<file path="config.mk">
export PLATFORM = sky130hd
export DESIGN_NAME = cpu_address_mode_decode
export DESIGN_NICKNAME = d
export VERILOG_FILES = /design/src/logic/addr_decode_pkg.sv /design/src/logic/decode_if.sv /design/src/logic/address_former.sv /design/src/logic/cpu_address_mode_decode.sv /design/src/logic/opcode_classify.sv
export SDC_FILE = /design/constraint.sdc
export NUM_CORES = 1
export LEC_CHECK = 0
export BUFFER_PORTS_ARGS = -buffer_cell sky130_fd_sc_hd__buf_2
export CAP_MARGIN = 20
export CORE_MARGIN = 4
export CORE_UTILIZATION = 53
export DETAILED_ROUTE_END_ITERATION = 6
export GPL_ROUTABILITY_DRIVEN = 0
export GPL_TIMING_DRIVEN = 0
export PLACE_DENSITY = 0.8
export SETUP_SLACK_MARGIN = 0.02
export SLEW_MARGIN = 25
export SYNTH_ARGS = -nofsm -noshare
export SYNTH_HDL_FRONTEND = slang
export SYNTH_SLANG_ARGS = --single-unit
</file>
<file path="constraint.sdc">
create_clock -name clock_in -period 5.1 [get_ports clock_in]
set_clock_uncertainty 0.15 [all_clocks]
set_input_delay 0.51 -clock clock_in [delete_from_list [all_inputs] [get_ports clock_in]]
set_output_delay 0.51 -clock clock_in [all_outputs]
set_load 0.1 [all_outputs]
</file>
<file path="src/logic/addr_decode_pkg.sv">
package addr_decode_pkg;
  // Widths
  localparam int ADDR_W = 16;
  localparam int BYTE_W = 8;
  // Page zero high byte
  localparam logic [7:0] PAGE0_HI = 8'h00;
  // Instruction lengths
  localparam logic [1:0] LEN_ONE = 2'h1;
  localparam logic [1:0] LEN_TWO = 2'h2;
  localparam logic [1:0] LEN_THREE = 2'h3;
  // Special opcodes
  localparam logic [7:0] OP_HALT_OSC = 8'h8E;
  localparam logic [7:0] OP_WAIT = 8'h8F;
  localparam logic [7:0] OP_CALL_REL = 8'hAD;
  localparam logic [7:0] OP_MULTIPLY = 8'h42;
  localparam logic [7:0] OP_BAD_IMM_STORE = 8'hA7;
  localparam logic [7:0] OP_BAD_IMM_JUMP = 8'hAC;
  // Low nibbles with special meaning
  localparam logic [3:0] LO_TEST_NZ = 4'hD;
  localparam logic [3:0] LO_JUMP = 4'hC;
  localparam logic [3:0] LO_CALL = 4'hD;
  localparam logic [3:0] LO_STORE_A = 4'h7;
  localparam logic [3:0] LO_STORE_X = 4'hF;
  // Reset values of outputs
  localparam logic [15:0] ADDR_RST = 16'h0000;

  // Addressing modes
  typedef enum logic [3:0] {
    MODE_INHERENT, MODE_IMMEDIATE, MODE_DIRECT, MODE_EXTENDED,
    MODE_IX0, MODE_IX1, MODE_IX2, MODE_RELATIVE, MODE_BIT_BRANCH
  } addr_mode_e;

  // Instruction classes
  typedef enum logic [2:0] {
    CLS_REG_MEM, CLS_RMW, CLS_JUMP_BRANCH, CLS_BIT_MANIP,
    CLS_CONTROL, CLS_ILLEGAL
  } instr_class_e;

  // Instruction length for a mode
  function automatic logic [1:0] mode_length(input addr_mode_e m);
    unique case (m)
      MODE_INHERENT, MODE_IX0: mode_length = LEN_ONE;
      MODE_EXTENDED, MODE_IX2, MODE_BIT_BRANCH: mode_length = LEN_THREE;
      default: mode_length = LEN_TWO;
    endcase
  endfunction

  // Sign-extend a branch offset to address width
  function automatic logic [15:0] sext8(input logic [7:0] b);
    sext8 = {{8{b[7]}}, b};
  endfunction
endpackage

</file>
<file path="src/logic/decode_if.sv">
`timescale 1ns/1ps
// Opcode decode results shared between classifier and top
interface decode_if;
  import addr_decode_pkg::*;
  addr_mode_e mode;
  instr_class_e iclass;
  logic [2:0] bit_sel;
  logic bit_pol;
  logic mem_rd;
  logic mem_wr;
  logic is_jump;
  modport producer(output mode, iclass, bit_sel, bit_pol, mem_rd,
    mem_wr, is_jump);
  modport consumer(input mode, iclass, bit_sel, bit_pol, mem_rd,
    mem_wr, is_jump);
endinterface

</file>
<file path="src/logic/address_former.sv">
`timescale 1ns/1ps
// Effective address and next-address arithmetic
module address_former (
  // Decoded mode
  input wire addr_decode_pkg::addr_mode_e mode_in,
  // Instruction bytes and state
  input wire logic [15:0] pc_in,
  input wire logic [7:0] index_in,
  input wire logic [7:0] byte1_in,
  input wire logic [7:0] byte2_in,
  // Results
  output logic [15:0] eff_addr_out,
  output logic [15:0] seq_pc_out,
  output logic [15:0] target_out
);
  import addr_decode_pkg::*;
  logic [8:0] ix1_sum;
  logic [7:0] offset;

  // Unsigned 9-bit sum for the short indexed form
  assign ix1_sum = {1'b0, index_in} + {1'b0, byte1_in};
  // Bit branches carry their offset in the third byte
  assign offset = (mode_in == MODE_BIT_BRANCH) ? byte2_in : byte1_in;
  // Address of the next instruction
  assign seq_pc_out = pc_in + {14'h0000, mode_length(mode_in)};
  // Branch destination from the next address
  assign target_out = seq_pc_out + sext8(offset);

  // Operand address per mode
  always_comb begin
    unique case (mode_in)
      MODE_DIRECT, MODE_BIT_BRANCH:
        eff_addr_out = {PAGE0_HI, byte1_in};
      MODE_EXTENDED: eff_addr_out = {byte1_in, byte2_in};
      MODE_IX0: eff_addr_out = {PAGE0_HI, index_in};
      MODE_IX1: eff_addr_out = {7'h00, ix1_sum};
      MODE_IX2: eff_addr_out = {byte1_in, byte2_in}
        + {8'h00, index_in};
      default: eff_addr_out = ADDR_RST;
    endcase
  end
endmodule

</file>
<file path="src/logic/cpu_address_mode_decode.sv">
`timescale 1ns/1ps
// Decode and effective-address stage of the CPU
module cpu_address_mode_decode (
  // Clock, reset, enable
  input wire logic clock_in,
  input wire logic srst_in,
  input wire logic ce_in,
  // Instruction presented for decode
  input wire logic decode_valid_in,
  input wire logic [7:0] opcode_in,
  input wire logic [7:0] operand1_in,
  input wire logic [7:0] operand2_in,
  input wire logic [15:0] pc_in,
  // CPU state
  input wire logic [7:0] index_in,
  input wire logic [7:0] tested_byte_in,
  input wire logic carry_in,
  input wire logic zero_in,
  input wire logic negative_in,
  input wire logic half_carry_in,
  input wire logic imask_in,
  // Interrupt request pin level
  input wire logic irq_pin_in,
  // Decode results
  output logic done_out,
  output addr_decode_pkg::addr_mode_e mode_out,
  output addr_decode_pkg::instr_class_e class_out,
  output logic [1:0] length_out,
  output logic [15:0] eff_addr_out,
  output logic mem_read_out,
  output logic mem_write_out,
  // Program flow
  output logic [15:0] pc_next_out,
  output logic branch_taken_out,
  // Carry update from bit tests
  output logic carry_load_out,
  output logic carry_value_out,
  // Low-power requests
  output logic halt_osc_out,
  output logic irq_wake_out,
  output logic stop_cpu_clock_out,
  output logic clear_imask_out
);
  import addr_decode_pkg::*;

  //////////////////////////////////////////////////////////////////////
  // Opcode classification and address arithmetic

  // Shared decode bundle
  decode_if dec ();

  // Combinational address results
  logic [15:0] ea_c;
  logic [15:0] seq_c;
  logic [15:0] tgt_c;

  // Classifier
  opcode_classify u_classify (
    .opcode_in(opcode_in),
    .dec(dec.producer)
  );

  // Address arithmetic
  address_former u_former (
    .mode_in(dec.mode),
    .pc_in(pc_in),
    .index_in(index_in),
    .byte1_in(operand1_in),
    .byte2_in(operand2_in),
    .eff_addr_out(ea_c),
    .seq_pc_out(seq_c),
    .target_out(tgt_c)
  );

  //////////////////////////////////////////////////////////////////////
  // Branch condition evaluation

  // Base condition before the inversion bit
  logic cond_base;
  // Branch condition met
  logic taken_c;
  // Selected bit of the tested byte
  logic tested_bit;

  // Condition of the short branches
  always_comb begin
    unique case (opcode_in[3:1])
      3'h0: cond_base = 1'b1;
      3'h1: cond_base = !(carry_in || zero_in);
      3'h2: cond_base = !carry_in;
      3'h3: cond_base = !zero_in;
      3'h4: cond_base = !half_carry_in;
      3'h5: cond_base = !negative_in;
      3'h6: cond_base = !imask_in;
      default: cond_base = !irq_pin_in;
    endcase
  end

  // Bit number chosen by the opcode
  assign tested_bit = tested_byte_in[dec.bit_sel];

  // Taken decision per branch family
  always_comb begin
    taken_c = 1'b0;
    if (dec.mode == MODE_BIT_BRANCH) begin
      taken_c = (tested_bit == dec.bit_pol);
    end else if (opcode_in == OP_CALL_REL) begin
      taken_c = 1'b1;
    end else if (dec.mode == MODE_RELATIVE) begin
      taken_c = cond_base ^ opcode_in[0];
    end
  end

  //////////////////////////////////////////////////////////////////////
  // Result registers

  // Next values
  logic done_d;
  addr_mode_e mode_d;
  instr_class_e class_d;
  logic [1:0] len_d;
  logic [15:0] ea_d;
  logic rd_d;
  logic wr_d;
  logic [15:0] pcn_d;
  logic taken_d;
  logic cload_d;
  logic cval_d;
  logic halt_d;
  logic wake_d;
  logic cstop_d;
  logic clri_d;

  // Compute the decode outcome
  always_comb begin
    done_d = 1'b0;
    mode_d = mode_out;
    class_d = class_out;
    len_d = length_out;
    ea_d = eff_addr_out;
    rd_d = 1'b0;
    wr_d = 1'b0;
    pcn_d = pc_next_out;
    taken_d = 1'b0;
    cload_d = 1'b0;
    cval_d = carry_value_out;
    halt_d = 1'b0;
    wake_d = 1'b0;
    cstop_d = 1'b0;
    clri_d = 1'b0;
    if (decode_valid_in) begin
      done_d = 1'b1;
      mode_d = dec.mode;
      class_d = dec.iclass;
      len_d = mode_length(dec.mode);
      ea_d = ea_c;
      rd_d = dec.mem_rd;
      wr_d = dec.mem_wr;
      taken_d = taken_c;
      // Default flow is the next instruction
      pcn_d = taken_c ? tgt_c : seq_c;
      if (dec.is_jump) begin
        pcn_d = ea_c;
      end
      if (dec.mode == MODE_BIT_BRANCH) begin
        cload_d = 1'b1;
        cval_d = tested_bit;
      end
      // Halt oscillator and arm the pin for wake
      if (opcode_in == OP_HALT_OSC) begin
        halt_d = 1'b1;
        wake_d = 1'b1;
      end
      // Wait stops the clock with interrupts open
      if (opcode_in == OP_WAIT) begin
        cstop_d = 1'b1;
        clri_d = 1'b1;
      end
    end
  end

  // Register the outcome
  always_ff @(posedge clock_in) begin
    if (srst_in) begin
      done_out <= 1'b0;
      mode_out <= MODE_INHERENT;
      class_out <= CLS_CONTROL;
      length_out <= LEN_ONE;
      eff_addr_out <= ADDR_RST;
      mem_read_out <= 1'b0;
      mem_write_out <= 1'b0;
      pc_next_out <= ADDR_RST;
      branch_taken_out <= 1'b0;
      carry_load_out <= 1'b0;
      carry_value_out <= 1'b0;
      halt_osc_out <= 1'b0;
      irq_wake_out <= 1'b0;
      stop_cpu_clock_out <= 1'b0;
      clear_imask_out <= 1'b0;
    end else if (ce_in) begin
      done_out <= done_d;
      mode_out <= mode_d;
      class_out <= class_d;
      length_out <= len_d;
      eff_addr_out <= ea_d;
      mem_read_out <= rd_d;
      mem_write_out <= wr_d;
      pc_next_out <= pcn_d;
      branch_taken_out <= taken_d;
      carry_load_out <= cload_d;
      carry_value_out <= cval_d;
      halt_osc_out <= halt_d;
      irq_wake_out <= wake_d;
      stop_cpu_clock_out <= cstop_d;
      clear_imask_out <= clri_d;
    end
  end

  //////////////////////////////////////////////////////////////////////
  // Checks

  // Decode accepted this edge
  logic acc;
  assign acc = decode_valid_in && ce_in;

  AST_INH_ONE_BYTE: assert property (@(posedge clock_in)
    disable iff (srst_in) done_out && mode_out == MODE_INHERENT
    |-> length_out == LEN_ONE && !mem_read_out && !mem_write_out)
    else $error("inherent op not one byte or touched memory");

  AST_IMM_NO_ADDR: assert property (@(posedge clock_in)
    disable iff (srst_in) done_out && mode_out == MODE_IMMEDIATE
    |-> length_out == LEN_TWO && !mem_read_out && !mem_write_out)
    else $error("immediate op wrong length or accessed memory");

  AST_DIRECT_PAGE0: assert property (@(posedge clock_in)
    disable iff (srst_in) acc && opcode_in[7:4] == 4'hB
    |=> length_out == LEN_TWO
    && eff_addr_out == {8'h00, $past(operand1_in)})
    else $error("direct address not in page zero");

  AST_EXT_ADDR: assert property (@(posedge clock_in)
    disable iff (srst_in) acc && opcode_in[7:4] == 4'hC
    |=> length_out == LEN_THREE && eff_addr_out
    == {$past(operand1_in), $past(operand2_in)})
    else $error("extended address wrong");

  AST_IX0_ADDR: assert property (@(posedge clock_in)
    disable iff (srst_in) acc && opcode_in[7:4] == 4'hF
    |=> length_out == LEN_ONE
    && eff_addr_out == {8'h00, $past(index_in)})
    else $error("indexed no-offset address wrong");

  AST_IX1_SUM: assert property (@(posedge clock_in)
    disable iff (srst_in) acc && opcode_in[7:4] == 4'hE
    |=> eff_addr_out[15:9] == 7'h00 && eff_addr_out[8:0]
    == {1'b0, $past(index_in)} + {1'b0, $past(operand1_in)})
    else $error("8-bit indexed sum wrong");

  AST_BITBR_CARRY: assert property (@(posedge clock_in)
    disable iff (srst_in) acc && opcode_in[7:4] == 4'h0
    |=> carry_load_out && length_out == LEN_THREE
    && carry_value_out == $past(tested_byte_in[opcode_in[3:1]]))
    else $error("tested bit not copied to carry");

  AST_BITBR_BASE: assert property (@(posedge clock_in)
    disable iff (srst_in) acc && opcode_in[7:4] == 4'h0
    |=> pc_next_out == $past(pc_in) + 16'h0003
    + (branch_taken_out ? {{8{$past(operand2_in[7])}},
    $past(operand2_in)} : 16'h0000))
    else $error("bit branch destination wrong");

  AST_TEST_NO_WRITE: assert property (@(posedge clock_in)
    disable iff (srst_in) acc && opcode_in[3:0] == 4'hD
    && opcode_in[7:4] inside {4'h3, 4'h6, 4'h7} |=> mem_read_out
    && !mem_write_out)
    else $error("negative-zero test wrote back");

  // Second cycle may hold the pulse only if frozen or a new wait came
  AST_WAIT_MASK: assert property (@(posedge clock_in)
    disable iff (srst_in) acc && opcode_in == OP_WAIT
    |=> stop_cpu_clock_out && clear_imask_out ##1 (!stop_cpu_clock_out
    || !$past(ce_in) || $past(acc && opcode_in == OP_WAIT)))
    else $error("wait did not stop clock and clear mask");

  AST_IX2_ADDR: assert property (@(posedge clock_in)
    disable iff (srst_in) acc && opcode_in[7:4] == 4'hD
    |=> length_out == LEN_THREE && eff_addr_out
    == {$past(operand1_in), $past(operand2_in)} + {8'h00, $past(index_in)})
    else $error("16-bit indexed address wrong");

  AST_REL_TARGET: assert property (@(posedge clock_in)
    disable iff (srst_in) acc && opcode_in[7:4] == 4'h2
    |=> length_out == LEN_TWO && pc_next_out == $past(pc_in) + 16'h0002
    + (branch_taken_out ? {{8{$past(operand1_in[7])}},
    $past(operand1_in)} : 16'h0000))
    else $error("relative branch destination wrong");

  AST_IRQ_PIN_BRANCH: assert property (@(posedge clock_in)
    disable iff (srst_in) acc && opcode_in[7:1] == 7'h17
    |=> branch_taken_out == ($past(irq_pin_in) == $past(opcode_in[0])))
    else $error("pin level branch decision wrong");

  AST_JUMP_FLOW: assert property (@(posedge clock_in)
    disable iff (srst_in) acc && opcode_in[7:4] >= 4'hB
    && opcode_in[3:0] == 4'hC
    |=> pc_next_out == eff_addr_out && !mem_read_out && !mem_write_out)
    else $error("jump touched memory or missed its address");

  AST_HALT_WAKE: assert property (@(posedge clock_in)
    disable iff (srst_in) halt_osc_out |-> irq_wake_out)
    else $error("halt without pin wake enable");

  COV_TAKEN_REL: cover property (@(posedge clock_in)
    disable iff (srst_in) done_out && mode_out == MODE_RELATIVE
    && branch_taken_out);
  COV_BITBR_FALL: cover property (@(posedge clock_in)
    disable iff (srst_in) done_out && mode_out == MODE_BIT_BRANCH
    && !branch_taken_out);
  COV_IX1_HIGH: cover property (@(posedge clock_in)
    disable iff (srst_in) done_out && mode_out == MODE_IX1
    && eff_addr_out[8]);
endmodule

</file>
<file path="src/logic/opcode_classify.sv">
`timescale 1ns/1ps
// Combinational opcode classifier
module opcode_classify (
  // Opcode
  input wire logic [7:0] opcode_in,
  // Decode results
  decode_if.producer dec
);
  import addr_decode_pkg::*;
  logic [3:0] hi;
  logic [3:0] lo;
  logic mem_mode;
  assign hi = opcode_in[7:4];
  assign lo = opcode_in[3:0];

  // Mode and class from the opcode map
  always_comb begin
    dec.iclass = CLS_RMW;
    unique case (hi)
      4'h0: dec.mode = MODE_BIT_BRANCH;
      4'h1: dec.mode = MODE_DIRECT;
      4'h2: dec.mode = MODE_RELATIVE;
      4'h3, 4'hB: dec.mode = MODE_DIRECT;
      4'h4, 4'h5, 4'h8, 4'h9: dec.mode = MODE_INHERENT;
      4'h6, 4'hE: dec.mode = MODE_IX1;
      4'h7, 4'hF: dec.mode = MODE_IX0;
      4'hA: dec.mode = (opcode_in == OP_CALL_REL) ? MODE_RELATIVE
        : MODE_IMMEDIATE;
      4'hC: dec.mode = MODE_EXTENDED;
      default: dec.mode = MODE_IX2;
    endcase
    if (hi <= 4'h1) begin
      dec.iclass = CLS_BIT_MANIP;
    end else if (hi == 4'h2 || opcode_in == OP_CALL_REL) begin
      dec.iclass = CLS_JUMP_BRANCH;
    end else if (opcode_in == OP_MULTIPLY) begin
      dec.iclass = CLS_REG_MEM;
    end else if (hi == 4'h8 || hi == 4'h9) begin
      dec.iclass = CLS_CONTROL;
    end else if (opcode_in == OP_BAD_IMM_STORE ||
        opcode_in == OP_BAD_IMM_JUMP) begin
      dec.iclass = CLS_ILLEGAL;
    end else if (hi >= 4'hA) begin
      dec.iclass = (lo == LO_JUMP || lo == LO_CALL) ? CLS_JUMP_BRANCH
        : CLS_REG_MEM;
    end
  end

  // Bit number and polarity come from the opcode
  assign dec.bit_sel = opcode_in[3:1];
  assign dec.bit_pol = ~opcode_in[0];
  assign dec.is_jump = (hi >= 4'hB) && (lo == LO_JUMP || lo == LO_CALL);
  assign mem_mode = !(dec.mode inside {MODE_INHERENT, MODE_IMMEDIATE,
    MODE_RELATIVE});

  // Memory access kind per class
  always_comb begin
    dec.mem_rd = 1'b0;
    dec.mem_wr = 1'b0;
    if (mem_mode) begin
      unique case (dec.iclass)
        CLS_RMW: begin
          dec.mem_rd = 1'b1;
          dec.mem_wr = (lo != LO_TEST_NZ);
        end
        CLS_BIT_MANIP: begin
          dec.mem_rd = 1'b1;
          dec.mem_wr = (hi == 4'h1);
        end
        CLS_REG_MEM: begin
          dec.mem_wr = (lo == LO_STORE_A || lo == LO_STORE_X);
          dec.mem_rd = !dec.mem_wr;
        end
        default: begin
          dec.mem_rd = 1'b0;
        end
      endcase
    end
  end
endmodule

</file>
* Word level (Yosys, flattened, before mapping)
Cells that the tools add are included.
** Operators by class
- Add/sub/neg operators :: 4
- Magnitude comparators :: 4
- Equality and inequality tests :: 42
- Multiplexer cells :: 34
- Bitwise logic cells :: 2
- Reductions and logical operators :: 30
** Operator list (count)
- 16-bit one-hot mux with 5 select lines :: 1
- 4-bit == test (second input constant) :: 11
- 8-bit == test (second input constant) :: 5
- 4-bit by 3-bit == test with 1-bit output (second input constant) :: 9
- 16-bit 2-to-1 mux :: 2
- 4-bit one-hot mux with 8 select lines :: 1
- 3-bit 2-to-1 mux :: 7
- 16-bit adder :: 1
- 16-bit by 2-bit adder with 16-bit output :: 1
- 16-bit by 8-bit adder with 16-bit output :: 1
- 4-bit by 2-bit == test with 1-bit output (second input constant) :: 4
- 1-bit 2-to-1 mux :: 16
- 2-bit OR reduction :: 5
- 8-bit by 8-bit adder with 9-bit output :: 1
- 3-bit by 2-bit == test with 1-bit output (second input constant) :: 3
- 3-bit == test (second input constant) :: 3
- 4-bit by 1-bit == test with 1-bit output (second input constant) :: 2
- 8-bit by 7-bit == test with 1-bit output (second input constant) :: 1
- 4-bit >= comparator (second input constant) :: 2
- 1-bit logical NOT :: 8
- 4-bit logical NOT :: 2
- 8-bit 2-to-1 mux :: 1
- 1-bit one-hot mux with 7 select lines :: 1
- 3-bit by 1-bit == test with 1-bit output (second input constant) :: 2
- 19 further kinds :: 26
** Storage, ports and cells
- Register bits after elaboration :: 49
- Input port bits :: 66
- Output and inout port bits :: 51
- Logic and storage cells :: 129

* Depth between registers and ports, before layout
- Depth in word-level cells :: 14
- Gate-level depth with buffers :: 20
- Depth with buffers taken out :: 18

* By module
Synthesis repeated with hierarchy kept, for this count alone.
** Second synthesis, totals
- Cell total of the unflattened synthesis :: 598
- Area total of the unflattened synthesis :: 4832.1 µm²
** Modules (own cells, without submodules)
- address_former :: instances 1, cells each 311, area each 2263.4 µm², seq. area each 0.0 µm²
- cpu_address_mode_decode :: instances 1, cells each 230, area each 2187.1 µm², seq. area each 980.9 µm²
- opcode_classify :: instances 1, cells each 57, area each 381.6 µm², seq. area each 0.0 µm²

* Worst setup path before layout
Ideal clock, no wire load.
- Kind :: input to register
- Start :: input opcode_in[7]
- End :: register pc_next_out[15]
- Setup time :: 0.131 ns
- Arrival time :: 4.484 ns
- Required time :: 4.819 ns
- Slack :: 0.336 ns
- Stages on the path :: 20
- Path buffers :: 2
- Path through :: clkbuf_1 buf_1 nor2b_1 o21ai_0 ha_1 inv_1 fa_1 nor2_1 and3_1 nand4_1 or2_2 xnor2_1 ha_1 and4_1 nand2_1 o21a_1 or4b_4 a31o_1 nand3_2 a21oi_2
** Between the ends
- Longest elaborated chain between the ends :: 10
- Elaborated cells on any way between the ends :: 45
- Classes of those cells :: add/sub (2); order compare (1); eq/ne (22); mux (10); reduce/logical (10)
** RTL lines
- start: declaration :: line cpu_address_mode_decode.sv:10 : input wire logic [7:0] opcode_in,
- 4-bit by 3-bit == test with 1-bit output, or another cell as far along :: line opcode_classify.sv:19 : unique case (hi)
- 4-bit OR reduction, or another cell as far along :: line opcode_classify.sv:19
- 4-bit one-hot mux with 8 select lines :: line opcode_classify.sv:19
- 4-bit == test, or another cell as far along
- 3-bit OR reduction / 2-bit OR reduction (equally long branches) :: line addr_decode_pkg.sv:41 : unique case (m)
- 2-bit one-hot mux with 2 select lines :: line addr_decode_pkg.sv:41
- 16-bit by 2-bit adder with 16-bit output :: line address_former.sv:25 : assign seq_pc_out = pc_in + {14'h0000, mode_length(mode_in)};
- 16-bit adder :: line address_former.sv:27 : assign target_out = seq_pc_out + sext8(offset);
- 16-bit 2-to-1 mux :: line cpu_address_mode_decode.sv:161 : pcn_d = taken_c ? tgt_c : seq_c;
- 16-bit 2-to-1 mux (*) :: line cpu_address_mode_decode.sv:162 : if (dec.is_jump) begin
- end signal: assignment :: line cpu_address_mode_decode.sv:208 : pc_next_out <= pcn_d;
- end: declaration :: line cpu_address_mode_decode.sv:33 : output logic [15:0] pc_next_out,
Every way passes the cells marked *; elsewhere a longest branch is shown, timed or not.
A chain may end at the register's enable or synchronous reset.

* Final worst setup path
- Start :: input opcode_in[4]
- End :: register pc_next_out[15]
Same word-level chain as after synthesis.

==> results.txt <==
Worst-Skew Late Latency: 0.30 ns
Synthesized Nets: 716
Mapped Cells: 612
Post-synth top flop: dfxtp_1
crit start category: input port
hold path depth: 2
Slew @ Worst Pin: 1.020 ns
Die W: 101.0 um
Worst R2R Path Depth: 2
# fillers: 736
Final setup viols: 0
Yosys top cell by area: dfxtp_1
Die Footprint: 10200 sq um
row cnt: 33
Ports: 117
post-synthesis sequential area ratio: 21.40%
Leak: 2.458 nW
ANT cells: 0
total global-route track usage: 28.42%
Final Net Count: 834
IO Port Bufs: 113
peak fanout along the critical path: 10
crit end category: flop
Vias: 5222
WP data required: 5.14 ns
layout cells sized above 1: 19.43%
Core ar.: 8299 sq um
Final min period: 4.828 ns
Die Height: 101.0 um
H-tree levels: 2
first-pass GRT wire length: 23650 um
Synth Register Bits: 49
met1 GRT Util: 38.37%
clock-pin transition on the worst setup and hold timing paths: 0.10 ns
area grow syn2layout: 17.25%
largest net degree at the start of global routing: 18
syn avg cell area: 7.491 sq um
ANT nets after route: 0
WS Path Type: input port to flop
initial antenna violation count: 0
final hold violations: 0
grt total ovfl: 0
First-pass DRT Iterations: 5
P per Cell Area: 234.5 nW/um^2
CTS tree: done
Root Buffer Master: clkbuf_8
most common cell after layout, fill and taps aside: buf_2
hold slack: 0.3119 ns
clock buffer count from CTS: 5
number of synthesized flops with an enable pin: 0
number of DRC markers in iteration 0: 403
Distinct cells, synth: 65
RSZ-0062 raised after global routing: no
final core utilization: 64.77%
period utilisation layout: 94.66%
grt peak-use layer: met2
fraction of registers with async set/reset: 0%
Via density: 6.246
max-slew violations: 0
status: finished, final reports clean
commonest cells after routing, fill and taps aside: buf_2, nand2_1, nor2_1, a21oi_1, dfxtp_1
met2 Use GR: 47.54%
FMAX: 207.1 MHz
post-CTS setup buffer count: 0
vias in the first global route: 5004
Synth Cell Area: 4584 sq um
# DRC: 0
met3 usage in global routing: 2.976%
Routed WL per cell: 17.66 um
HP Class: flop to flop
yosys warns: 0
final instance area: 5375 sq um
CTS Hold Bufs: 0
Worst slew margin: 31.47%
Clock Path Buffers: 2
IR drop worst, VDD: 0.0001353 V
CP Data Arrival Time: 4.87 ns
total of max-cap violations: 0
area post-placement: 5281 sq um
initial core utilization: 55.24%
Detailed Place HPWL: 11910 um
final WL: 14760 um
Yosys top cell area share: 21.40%
clock tree sinks: 49
top post-synthesis cells by area: dfxtp_1, ha_1, xnor2_1, nand2_1, a21oi_1
state kept, by name, indices dropped and copies added, names as in the netlist:
signal	flops
carry_load_out	1
pc_next_out	16
irq_wake_out	1
clear_imask_out	1
eff_addr_out	16
length_out	2
branch_taken_out	1
mem_write_out	1
class_out	3
mode_out	4
done_out	1
carry_value_out	1
mem_read_out	1
power breakdown:
group	switching, mW	total, mW	internal, mW
clock network	0.145	0.245	0.100
registers	0.0115	0.414	0.403
logic	0.410	0.602	0.192
total	0.566	1.26	0.695
logic make-up after synthesis:
group                    after synthesis  share of synthesized area [%]
XOR/XNOR                              43                          8.215
flip-flops                            49                          21.40
multiplexers                          14                          3.603
AO/OA/AOI/OAI                        183                          26.80
adder cells (fa/ha/maj)               38                          11.03
AND/OR/NAND/NOR                      228                          23.80
buffers and inverters                 57                          5.158
critical path: stages:
cell and delay, ns:
buf_2 0.17, clkbuf_1 0.24, nor2b_1 0.21, o21ai_1 0.22, ha_1 0.25, inv_1 0.07
fa_1 0.39, nor2_1 0.19, and3_1 0.27, nand4_1 0.14, or2_2 0.30, xnor2_1 0.16
ha_1 0.42, and4_1 0.22, nand2_1 0.05, o21a_1 0.21, or4b_4 0.50, a31o_1 0.24
nand3_2 0.08, a21oi_2 0.05
metrics by stage:
stage	setup TNS (ns)	power [mW]	worst slack, ns	instances
after floorplan	0	0.8711	0.3356	612
after global placement	-0.8605	0.9961	-0.3584	830
after detailed placement	-1.758	1.012	-0.4778	830
after CTS	0	1.250	0.1425	837
after global routing	0	1.319	0.04860	836
final	0	1.261	0.2723	836
timing repair:
item / 4_1_cts / 5_1_grt
resized for setup: 1 / 2
pin swaps: 0 / 0
setup endpoints to repair: 2 / 1
routing by layer:
metal,vias up,wire (um)
li1,2469,-
met1,2411,5952
met2,299,6971
met3,43,1430
met4,0,410
met5,-,0
final cells by class:
cell class,instances,area [sq um],share of cell area (%)
buffer,33,147.6,2.747
clock buffer,5,68.82,1.280
multi-input combinational,506,3372,62.73
sequential,49,980.9,18.25
inverter,22,82.58,1.536
tap,105,131.4,2.444
timing repair buffer,113,565.5,10.52
clock inverter,3,26.28,0.4888
Yosys cell counts (9+ instances only):
cell      count
ha_1         34
nor3_1       18
dfxtp_1      49
nor2_1       64
o21ai_0      32
a211oi_1     18
and3_1        9
a21o_1       13
a21oi_1      53
nand2_1      71
nand3_1      22
xnor2_1      31
mux2i_1      12
clkbuf_1     23
xor2_1       12
inv_1        22
worst paths after layout:
path                                 start                             to  slack [ns]
max                           opcode_in[4]   pc_next_out[15]$_SDFFE_PP0P_        0.27
min          eff_addr_out[14]$_SDFFE_PP0P_  eff_addr_out[14]$_SDFFE_PP0P_        0.31
max reg2reg    pc_next_out[5]$_SDFFE_PP0P_    pc_next_out[5]$_SDFFE_PP0P_        4.16
min reg2reg  eff_addr_out[14]$_SDFFE_PP0P_  eff_addr_out[14]$_SDFFE_PP0P_        0.31
Note: power is estimated with default switching activity, not from simulation.
